**config.mk**
```make
export PLATFORM = sky130hd
export DESIGN_NAME = iepb_bank
export DESIGN_NICKNAME = d
export VERILOG_FILES = /design/src/iepb_pkg.sv /design/src/iepb_bank.sv
export VERILOG_INCLUDE_DIRS = /design/src
export SDC_FILE = /design/constraint.sdc
export NUM_CORES = 1
export LEC_CHECK = 0
export ABC_AREA = 1
export BUFFER_PORTS_ARGS = -buffer_cell sky130_fd_sc_hd__buf_2
export CORE_MARGIN = 3
export CORE_UTILIZATION = 40
export DETAILED_ROUTE_END_ITERATION = 6
export HOLD_SLACK_MARGIN = 0.05
export PLACE_DENSITY = 0.68
export SLEW_MARGIN = 20
export SYNTH_ARGS = -nofsm -noshare
export SYNTH_HDL_FRONTEND = slang
export SYNTH_SLANG_ARGS = --single-unit
```
**constraint.sdc**
```tcl
create_clock -name clk -period 3.3 [get_ports clk]
set_clock_uncertainty 0.05 [all_clocks]
set_input_delay 0.33 -clock clk [delete_from_list [all_inputs] [get_ports clk]]
set_output_delay 0.33 -clock clk [all_outputs]
set_load 0.01 [all_outputs]
```
**src/iepb_map.svh**
```systemverilog
// register offsets, implemented-bit masks and reset values of the enable and priority bank
`ifndef IEPB_MAP_SVH
`define IEPB_MAP_SVH

// ***********************************************
// register offsets (word index on reg_addr)
// ***********************************************
`define IEPB_OFS_EN1 4'h0
`define IEPB_OFS_EN3 4'h1
`define IEPB_OFS_EN4 4'h2
`define IEPB_OFS_PRI0 4'h3
`define IEPB_OFS_PRI1 4'h4
`define IEPB_OFS_PRI2 4'h5
`define IEPB_OFS_PRI3 4'h6
`define IEPB_OFS_PRI4 4'h7

// ***********************************************
// implemented bits
// ***********************************************
`define IEPB_MASK_EN1 16'hE01F
`define IEPB_MASK_EN3 16'h4000
`define IEPB_MASK_EN4 16'h210E
`define IEPB_MASK_PRI0 16'h7777
`define IEPB_MASK_PRI1 16'h7000
`define IEPB_MASK_PRI2 16'h7777
`define IEPB_MASK_PRI3 16'h7077
`define IEPB_MASK_PRI4 16'h7777

// ***********************************************
// power-on values
// ***********************************************
`define IEPB_RST_EN 16'h0000
`define IEPB_RST_PRI0 16'h4444
`define IEPB_RST_PRI1 16'h4000
`define IEPB_RST_PRI2 16'h4444
`define IEPB_RST_PRI3 16'h4044
`define IEPB_RST_PRI4 16'h4444
`define IEPB_PRI_FIELD_RST 3'h4
`define IEPB_PRI_OFF 3'h0
`define IEPB_PRI_TOP 3'h7
`define IEPB_PRI_BOTTOM 3'h1

// ***********************************************
// field positions
// ***********************************************
`define IEPB_F_HI 14:12
`define IEPB_F_MH 10:8
`define IEPB_F_ML 6:4
`define IEPB_F_LO 2:0
`define IEPB_B_U2TX 15
`define IEPB_B_U2RX 14
`define IEPB_B_EXT2 13
`define IEPB_B_EXT1 4
`define IEPB_B_CN 3
`define IEPB_B_CMP 2
`define IEPB_B_I2CM 1
`define IEPB_B_I2CS 0
`define IEPB_B_RTC 14
`define IEPB_B_CHG 13
`define IEPB_B_HLV 8
`define IEPB_B_CRC 3
`define IEPB_B_U2ER 2
`define IEPB_B_U1ER 1

`endif

```
**src/iepb_pkg.sv**
```systemverilog
// types shared by the interrupt enable and priority bank
`default_nettype none
package iepb_pkg;

  typedef logic [2:0] iepb_level_t;

  typedef struct packed {
    logic [3:0] addr;
    logic [15:0] wdata;
    logic wr;
    logic rd;
  } iepb_bus_req_t;

  typedef struct packed {
    logic uart2_transmit_irq_enable;
    logic uart2_receive_irq_enable;
    logic ext_input2_irq_enable;
    logic ext_input1_irq_enable;
    logic change_notify_irq_enable;
    logic comparator_irq_enable;
    logic i2c_master_event_irq_enable;
    logic i2c_slave_event_irq_enable;
    logic clock_calendar_irq_enable;
    logic charge_measure_irq_enable;
    logic voltage_detect_irq_enable;
    logic crc_generator_irq_enable;
    logic uart2_error_irq_enable;
    logic uart1_error_irq_enable;
  } iepb_enables_t;

  typedef struct packed {
    iepb_level_t timer_one_priority;
    iepb_level_t compare_out_one_priority;
    iepb_level_t capture_in_one_priority;
    iepb_level_t ext_input0_priority;
    iepb_level_t timer_two_priority;
    iepb_level_t uart1_receive_priority;
    iepb_level_t spi_event_priority;
    iepb_level_t spi_fault_priority;
    iepb_level_t timer_three_priority;
    iepb_level_t nonvolatile_mem_priority;
    iepb_level_t converter_done_priority;
    iepb_level_t uart1_transmit_priority;
    iepb_level_t change_notify_priority;
    iepb_level_t comparator_priority;
    iepb_level_t i2c_master_event_priority;
    iepb_level_t i2c_slave_event_priority;
  } iepb_priorities_t;

  // requests handed to arbitration: sources with both an enable and a priority here
  typedef struct packed {
    logic valid;
    iepb_level_t level;
  } iepb_fwd_t;

endpackage : iepb_pkg

`default_nettype wire

```
**src/iepb_bank.sv**
```systemverilog
// interrupt enable and priority register bank with request gating
//
// Chosen here: the plain strobed port and the register addresses.
`timescale 1ns/1ns
`default_nettype none
`include "iepb_map.svh"

// Notes on behaviour
// - an enable bit at 1 lets its source request through and at 0 blocks it.
// - every implemented enable bit is read/write and is cleared at power-on.
// - unimplemented bits of all eight words read zero and ignore writes.
// - each source has a three-bit priority where 111 means level 7, the highest.
// - priority 001 means level 1, the lowest active, with codes between mapping straight.
// - priority 000 keeps the source from ever interrupting whatever its enable.
// - every implemented priority field comes up as 100 after power-on.
// - the first enable word holds the uart2, external 2/1, change, comparator and i2c enables.
// - the second enable word implements only bit 14, the clock calendar enable.
// - the third enable word holds charge measure, voltage detect, crc and uart errors.
// - the first priority word holds timer 1, compare 1, capture 1 and external 0 fields.
// - the second priority word holds only the timer 2 field in bits 14-12.
// - the third priority word holds uart1 receive, spi event, spi fault and timer 3.
// - the fourth priority word holds nonvolatile memory, converter and uart1 transmit.
// - the fifth priority word holds change notify, comparator and the two i2c fields.
module iepb_bank #(
  parameter int NUM_WORDS = 8,
  parameter int NUM_FWD = 4
) (
  input wire logic clk,
  input wire logic rst_b,
  input wire logic [3:0] reg_addr,
  input wire logic [15:0] reg_wdata,
  input wire logic reg_wr,
  input wire logic reg_rd,
  output logic [15:0] reg_rdata,
  input wire logic [3:0] src_pending,
  output iepb_pkg::iepb_enables_t irq_enables,
  output iepb_pkg::iepb_priorities_t irq_priorities,
  output iepb_pkg::iepb_fwd_t [3:0] irq_fwd
);

  // ***********************************************
  // elaboration checks
  // ***********************************************
  if (NUM_WORDS != 8) begin : g_bad_words
    $error("iepb_bank serves exactly eight register words");
  end
  if (NUM_FWD != 4) begin : g_bad_fwd
    $error("iepb_bank gates exactly four shared sources");
  end

  // ***********************************************
  // reset release
  // ***********************************************
  logic rst_meta_r;
  logic rst_n;

  // release is synchronised so no flop leaves reset on a different edge
  always_ff @(posedge clk or negedge rst_b) begin
    if (!rst_b) begin
      rst_meta_r <= 1'b0;
      rst_n <= 1'b0;
    end else begin
      rst_meta_r <= 1'b1;
      rst_n <= rst_meta_r;
    end
  end

  // ***********************************************
  // register words
  // ***********************************************
  localparam logic [3:0] OFS [0:7] = '{`IEPB_OFS_EN1, `IEPB_OFS_EN3, `IEPB_OFS_EN4,
    `IEPB_OFS_PRI0, `IEPB_OFS_PRI1, `IEPB_OFS_PRI2, `IEPB_OFS_PRI3, `IEPB_OFS_PRI4};
  localparam logic [15:0] MASK [0:7] = '{`IEPB_MASK_EN1, `IEPB_MASK_EN3, `IEPB_MASK_EN4,
    `IEPB_MASK_PRI0, `IEPB_MASK_PRI1, `IEPB_MASK_PRI2, `IEPB_MASK_PRI3, `IEPB_MASK_PRI4};
  localparam logic [15:0] RSTV [0:7] = '{`IEPB_RST_EN, `IEPB_RST_EN, `IEPB_RST_EN,
    `IEPB_RST_PRI0, `IEPB_RST_PRI1, `IEPB_RST_PRI2, `IEPB_RST_PRI3, `IEPB_RST_PRI4};

  iepb_pkg::iepb_bus_req_t bus;
  logic [15:0] word_r [0:7];

  assign bus = '{addr: reg_addr, wdata: reg_wdata, wr: reg_wr, rd: reg_rd};

  for (genvar i = 0; i < NUM_WORDS; i++) begin : g_word
    always_ff @(posedge clk or negedge rst_n) begin
      if (!rst_n) begin
        word_r[i] <= RSTV[i];
      end else if (bus.wr && bus.addr == OFS[i]) begin
        word_r[i] <= bus.wdata & MASK[i];
      end
    end
  end

  // ***********************************************
  // read port
  // ***********************************************
  logic [15:0] rdata_nxt;
  logic [15:0] rdata_r;

  always_comb begin
    rdata_nxt = 16'h0000;
    if (!bus.rd) begin
      rdata_nxt = 16'h0000;
    end else if (bus.addr == `IEPB_OFS_EN1) begin
      rdata_nxt = word_r[0];
    end else if (bus.addr == `IEPB_OFS_EN3) begin
      rdata_nxt = word_r[1];
    end else if (bus.addr == `IEPB_OFS_EN4) begin
      rdata_nxt = word_r[2];
    end else if (bus.addr == `IEPB_OFS_PRI0) begin
      rdata_nxt = word_r[3];
    end else if (bus.addr == `IEPB_OFS_PRI1) begin
      rdata_nxt = word_r[4];
    end else if (bus.addr == `IEPB_OFS_PRI2) begin
      rdata_nxt = word_r[5];
    end else if (bus.addr == `IEPB_OFS_PRI3) begin
      rdata_nxt = word_r[6];
    end else if (bus.addr == `IEPB_OFS_PRI4) begin
      rdata_nxt = word_r[7];
    end
  end

  // unmapped reads answer zero; data stands only in the cycle after the strobe
  always_ff @(posedge clk or negedge rst_n) begin
    if (!rst_n) begin
      rdata_r <= 16'h0000;
    end else begin
      rdata_r <= rdata_nxt;
    end
  end

  assign reg_rdata = rdata_r;

  // ***********************************************
  // field outputs, straight from the word flops
  // ***********************************************
  assign irq_enables.uart2_transmit_irq_enable = word_r[0][`IEPB_B_U2TX];
  assign irq_enables.uart2_receive_irq_enable = word_r[0][`IEPB_B_U2RX];
  assign irq_enables.ext_input2_irq_enable = word_r[0][`IEPB_B_EXT2];
  assign irq_enables.ext_input1_irq_enable = word_r[0][`IEPB_B_EXT1];
  assign irq_enables.change_notify_irq_enable = word_r[0][`IEPB_B_CN];
  assign irq_enables.comparator_irq_enable = word_r[0][`IEPB_B_CMP];
  assign irq_enables.i2c_master_event_irq_enable = word_r[0][`IEPB_B_I2CM];
  assign irq_enables.i2c_slave_event_irq_enable = word_r[0][`IEPB_B_I2CS];
  assign irq_enables.clock_calendar_irq_enable = word_r[1][`IEPB_B_RTC];
  assign irq_enables.charge_measure_irq_enable = word_r[2][`IEPB_B_CHG];
  assign irq_enables.voltage_detect_irq_enable = word_r[2][`IEPB_B_HLV];
  assign irq_enables.crc_generator_irq_enable = word_r[2][`IEPB_B_CRC];
  assign irq_enables.uart2_error_irq_enable = word_r[2][`IEPB_B_U2ER];
  assign irq_enables.uart1_error_irq_enable = word_r[2][`IEPB_B_U1ER];

  assign irq_priorities.timer_one_priority = word_r[3][`IEPB_F_HI];
  assign irq_priorities.compare_out_one_priority = word_r[3][`IEPB_F_MH];
  assign irq_priorities.capture_in_one_priority = word_r[3][`IEPB_F_ML];
  assign irq_priorities.ext_input0_priority = word_r[3][`IEPB_F_LO];
  assign irq_priorities.timer_two_priority = word_r[4][`IEPB_F_HI];
  assign irq_priorities.uart1_receive_priority = word_r[5][`IEPB_F_HI];
  assign irq_priorities.spi_event_priority = word_r[5][`IEPB_F_MH];
  assign irq_priorities.spi_fault_priority = word_r[5][`IEPB_F_ML];
  assign irq_priorities.timer_three_priority = word_r[5][`IEPB_F_LO];
  assign irq_priorities.nonvolatile_mem_priority = word_r[6][`IEPB_F_HI];
  assign irq_priorities.converter_done_priority = word_r[6][`IEPB_F_ML];
  assign irq_priorities.uart1_transmit_priority = word_r[6][`IEPB_F_LO];
  assign irq_priorities.change_notify_priority = word_r[7][`IEPB_F_HI];
  assign irq_priorities.comparator_priority = word_r[7][`IEPB_F_MH];
  assign irq_priorities.i2c_master_event_priority = word_r[7][`IEPB_F_ML];
  assign irq_priorities.i2c_slave_event_priority = word_r[7][`IEPB_F_LO];

  // ***********************************************
  // request gating
  // ***********************************************
  // index 3 change notify, 2 comparator, 1 i2c master, 0 i2c slave
  logic [3:0] gate_en;
  iepb_pkg::iepb_level_t gate_pri [0:3];
  iepb_pkg::iepb_fwd_t [3:0] fwd_r;

  assign gate_en = word_r[0][`IEPB_B_CN:`IEPB_B_I2CS];
  assign gate_pri[3] = word_r[7][`IEPB_F_HI];
  assign gate_pri[2] = word_r[7][`IEPB_F_MH];
  assign gate_pri[1] = word_r[7][`IEPB_F_ML];
  assign gate_pri[0] = word_r[7][`IEPB_F_LO];

  // level is the field itself: 111 -> 7 down to 001 -> 1; 000 never forwards
  for (genvar k = 0; k < NUM_FWD; k++) begin : g_fwd
    always_ff @(posedge clk or negedge rst_n) begin
      if (!rst_n) begin
        fwd_r[k] <= '0;
      end else if (src_pending[k] && gate_en[k] && gate_pri[k] != `IEPB_PRI_OFF) begin
        fwd_r[k] <= '{valid: 1'b1, level: gate_pri[k]};
      end else begin
        fwd_r[k] <= '0;
      end
    end
  end

  assign irq_fwd = fwd_r;
endmodule : iepb_bank

`default_nettype wire

```
# Word level (Yosys, flattened, before mapping)
# Index checks and enable logic that the tools add are counted.
# totals
ff_bits	96
input_bits	28
out_inout_bits	94
word_cells	60
# classes
n_eq_ne	7
n_mux	13
n_reduce_logical	21
# op_table
cell	count
two-way mux 15 bit	5
two-way mux 16 bit	4
equality test 4 x 3 -> 1 bit, second input constant	4
logical AND 1 bit	16
two-way mux 4 bit	4
nonzero test 3 bit	4
equality test 4 x 2 -> 1 bit, second input constant	2
equality test 4 x 1 -> 1 bit, second input constant	1
zero test 4 bit	1

# Longest topological paths before layout
# logic_depth
word_depth	10
mapped_depth	9
depth_no_buf	9

# Worst setup path after synthesis
# Ideal clock, no wire load.
# synth_path
path_type	input to register
from	input reg_addr[3]
to	register word_r (netlist bit irq_priorities[31])
t_arrival_ns	1.049
required_time_ns	3.122
setup_slack_ns	2.073
stages	7
n_path_buf	1
cell_sequence	inv_2 > nand2_2 > nor2_2 > nand2_2 > buf_2 > nand2_1 > o21ai_1
# synth_between
elab_chain_cells	2
# synth_lines
item	line	source
start, declared	iepb_bank.sv:30	input wire logic [3:0] reg_addr,
equality test 4 x 3 -> 1 bit	iepb_bank.sv:87	end else if (bus.wr && bus.addr == OFS[i]) begin
logical AND 1 bit	iepb_bank.sv:87	
end signal, assigned by index	iepb_bank.sv:86	word_r[i] <= RSTV[i];
end signal, assigned by index	iepb_bank.sv:88	word_r[i] <= bus.wdata & MASK[i];
end, declared	iepb_bank.sv:79	logic [15:0] word_r [0:7];
# Every way passes these cells.
# A chain may end at the register's enable or synchronous reset.

# Worst setup path in the final report
# layout_path
from	input reg_addr[3]
to	register word_r (netlist bit irq_priorities[30])
# Same word-level chain as after synthesis.

==> impl_summary.md <==
Run status
The flow ran to the end, and the final reports show no timing, DRC or antenna violations.

Synthesis
The number of instances in the synthesized netlist is 421. The most used flip-flop cell after synthesis is sky130_fd_sc_hd__dfrtp_1. The number of flops mapped to enable cells by yosys is 0. By area the synthesized netlist is led by sky130_fd_sc_hd__dfrtp_1 (48%), sky130_fd_sc_hd__nand2_1 (11%), sky130_fd_sc_hd__dfstp_2 (10%), sky130_fd_sc_hd__o21ai_2 (7.1%), sky130_fd_sc_hd__inv_1 (3.7%).

The average cell area after synthesis is approximately 9.7 sq um. For this run, the number of Yosys warnings is 0. Of all flip-flops after synthesis, the portion carrying an async set or reset was between 90% and 100%.

The area of the mapped netlist is 4060 sq um. The synthesized design contains 94 register bits. The dominant cell type by area after synthesis is sky130_fd_sc_hd__dfrtp_1. The part of the Yosys area used for sequential elements is ~60%. The area share of the leading cell type in the synthesized netlist is between 40% and 50%. The synthesized netlist contains 25 unique library cells.

Finish
After filler insertion, the fill cell instance count of the layout stands at 980. Cells with a size suffix above 1 make up 39.9% of the layout. The post-layout instance count excluding filler cells is 679. The library cells used most frequently in the layout, excluding fill and tap cells, are sky130_fd_sc_hd__nand2_1 (118), sky130_fd_sc_hd__buf_2 (117), sky130_fd_sc_hd__dfrtp_1 (77). The number of antenna diodes in the final layout is 0. The final design instance area without fill is 4920 sq um. The library cell used most frequently in the layout, excluding fill and tap cells, is sky130_fd_sc_hd__nand2_1. The multi-input gate area in the final layout is 1420 sq um.

After the last flow step, the layout net total stands at 569. The register area is 2380 sq um. The synthesis-to-finish area growth is 21.0%.

The final core area utilization is 50.1%.

Clock tree
TritonCTS built the clock tree. The buffer count from post-CTS setup fixing is 0. The H-tree generated during clock tree synthesis spans 3 levels. The tree is rooted in a sky130_fd_sc_hd__clkbuf_8.

Clock-pin slew was measured on the worst setup and hold paths at approximately 0.09 ns. Post-CTS repair changed the size of 0 cells. The total of hold buffers inserted after clock tree synthesis is 1. The maximum clock path buffer count is 2. The number of buffers inserted during clock tree synthesis is 9. The tree built by TritonCTS fans out to 94 sinks. The clock reaches the later pin of the worst-skew pair after roughly 0.37 ns.

Power and ir drop
The share of total power dissipated in combinational logic is 22.0%. Net switching is about a third of the power. VDD sags by at most roughly 0.00037 V.

The leakage component of the power is 0.00264 uW. The total power density per cell area is ~580 nW/um^2. The internal portion of the total power is 1900 uW. The part of the total power dissipated in the clock network is roughly 25%. Sequential cells account for 53.4% of the total power. The power dissipated by switching net loads is 930 uW.

Detailed routing
The total wirelength of the detailed-routed design is ~11000 microns. In the routed design, unresolved DRC markers number 0. The number of vias in the routed layout is 3239. The detail-routed net length per standard cell is 15.5 microns.

The detailed router finished its first iteration with 155 violations. Before antenna repair, the detailed router went through 4 iterations. The remaining antenna violation count after routing is 0. The via density per instance is between 4 and 5.

Timing
The count of pins over their slew limit is 0. In this run the tightest slew margin relative to its limit is between 60% and 70%. For this run, the top clock speed supported by timing is 594 MHz. At the pin with the least slew margin, the transition time is 0.576 ns. The worst path needs around 1.7 ns of the cycle, external delays included.

Setup violations remaining at the end of the flow were counted as 0. The final cycle utilization of the critical path is 51.0%. Setup repair after global routing left no endpoint under its margin. Adding up every negative setup slack in the final design gives 0 ns. In the post-route analysis, the smallest setup slack over all paths is 1.62 ns. The number of hold violations in the final report was 0.

Placement
Before CTS, the worst setup slack after placement is between 1 and 1.5 ns. Input and output buffers added on the ports amount to 117. Routability-driven placement finished with a final weighted congestion of roughly 0.94. The post-place instance area is 4730 sq um. Once placement completed, the tool counted placed cells totaling 662. The detailed placement HPWL is 7740 microns.

Critical path
By instance count, the cell type seen most on the critical path is sky130_fd_sc_hd__nand2_2. The number of cells on the worst reg-to-reg path is 4. The kind of critical path is input port to register. On the critical path, the stage with the largest delay is an instance of sky130_fd_sc_hd__nor2_2.

The beginning of the worst register-to-register path is irq_priorities[2]. In this run the worst path has a maximum fanout of 24. The worst setup path is launched from an input port. The endpoint identified for the worst register-to-register timing path is irq_fwd[0]. The required time at the endpoint of the critical path is 3.49 ns.

The critical path endpoint category is a register. The signal on the critical path passes through buf_2 > inv_2 > nand2_2 > nor2_2 > nand2_2 > nand2_1 > o21ai_1. The maximum single-stage delay on the critical path is roughly 0.50 ns. The signal arrival time at the worst endpoint is 1.87 ns. The minimum setup slack among reg-to-reg paths is 2.16 ns.

Global routing
For this run the aggregate overflow at the end of global routing stands at 0. The via count of the first global-routing pass is approximately 3200. The pin count of the biggest net entering global routing is 43. Global routing consumed, over all layers together, 19.3% of the routing resources. The number of antenna violations at the first check in global routing is 0. The first global-routing pass estimated 16800 microns of wire.

Floorplan
The core region is 9820 sq um. The area enclosed by the die boundary is approximately 11000 sq um. The boundary pin count is 122.

From bottom edge to top edge, the die measures 107 microns. Measured along the x axis, the die boundary spans 107 microns. The row count is 36. The initial utilization of the core area, before any placement, comes to 41.4%.

Min path
The worst hold-check path type is register to async pin.

Run
The tool flagged a number of max-cap violations equal to 0.
-- per-layer routing --
metal / vias up / GRT usage [%] / wire [microns]
li1: 1574 / - / -
met2: 109 / 31.3 / 5110
met4: 0 / 7.58 / 172
met5: - / 0 / 0
met1: 1542 / 25.4 / 4560
met3: 14 / 3.85 / 660
-- cell usage after synthesis, types with 2 or more instances --
cell,number
sky130_fd_sc_hd__a21oi_1,5
sky130_fd_sc_hd__a31oi_1,7
sky130_fd_sc_hd__buf_2,3
sky130_fd_sc_hd__buf_4,3
sky130_fd_sc_hd__buf_6,6
sky130_fd_sc_hd__conb_1,2
sky130_fd_sc_hd__dfrtp_1,78
sky130_fd_sc_hd__dfstp_2,16
sky130_fd_sc_hd__inv_1,40
sky130_fd_sc_hd__inv_2,6
sky130_fd_sc_hd__nand2_1,118
sky130_fd_sc_hd__nand2_2,16
sky130_fd_sc_hd__nand2_4,5
sky130_fd_sc_hd__nand3_1,4
sky130_fd_sc_hd__nand4_1,5
sky130_fd_sc_hd__nor2_1,27
sky130_fd_sc_hd__nor2_2,2
sky130_fd_sc_hd__nor2_4,2
sky130_fd_sc_hd__nor2_8,2
sky130_fd_sc_hd__o211ai_1,4
sky130_fd_sc_hd__o21ai_0,15
sky130_fd_sc_hd__o21ai_1,20
sky130_fd_sc_hd__o21ai_2,33
-- layout make-up --
class | count | area share (%)
clock buffer | 10 | 2.80
clock inverter | 6 | 0.738
inverter | 46 | 3.51
multi-input combinational | 270 | 28.8
sequential | 94 | 48.3
tap | 133 | 3.38
timing repair buffer | 120 | 12.4
-- critical path, delay by kind of cell --
| family | cells | cell delay [ns] |
|---|---|---|
| simple gates | 4 | 1.27 |
| buf+inv | 2 | 0.20 |
| compound gates | 1 | 0.08 |
-- worst max-delay path by stage --
stage,start,end,depth (start not counted)
2_1_floorplan,rst_n,irq_enables[0],0
3_3_place_gp,reg_addr[3],irq_priorities[25],7
3_5_place_dp,reg_addr[3],irq_priorities[30],7
4_1_cts,reg_addr[3],irq_priorities[30],7
5_1_grt,reg_addr[3],irq_priorities[31],7
6_report,reg_addr[3],irq_priorities[30],7
-- power by group through the flow --
| stage | sequential (uW) | combinational, uW | clock (uW) |
|---|---|---|---|
| CTS | 1520 | 637 | 725 |
| floorplan | 1600 | 265 | 0 |
| detailed placement | 1540 | 634 | 0 |
| global route | 1540 | 695 | 776 |
| global placement | 1530 | 618 | 0 |
| finish | 1510 | 624 | 697 |
-- stage by stage --
| stage | power, uW | hold WS (ns) |
|---|---|---|
| global placement | 2140 | 0.0660 |
| global route | 3010 | 0.148 |
| CTS | 2880 | 0.134 |
| detailed placement | 2170 | 0.0668 |
| finish | 2830 | 0.149 |
| floorplan | 1870 | -0.0156 |
-- state kept, by name (all words and copies together), names as in the netlist --
name and cells:
rst_n 1, irq_priorities 48, irq_enables 14, reg_rdata 14
irq_fwd 16, rst_meta_r 1
-- cells by family after synthesis --
family / Yosys count / share of synthesized area [%]
and+or+nand+nor: 182 / 20.5
DFF: 94 / 58.4
AOI/OAI and AO/OA: 85 / 14.1
buffers and inverters: 58 / 6.83
other: 2 / 0.185
Note: power is estimated with default switching activity, not from simulation.
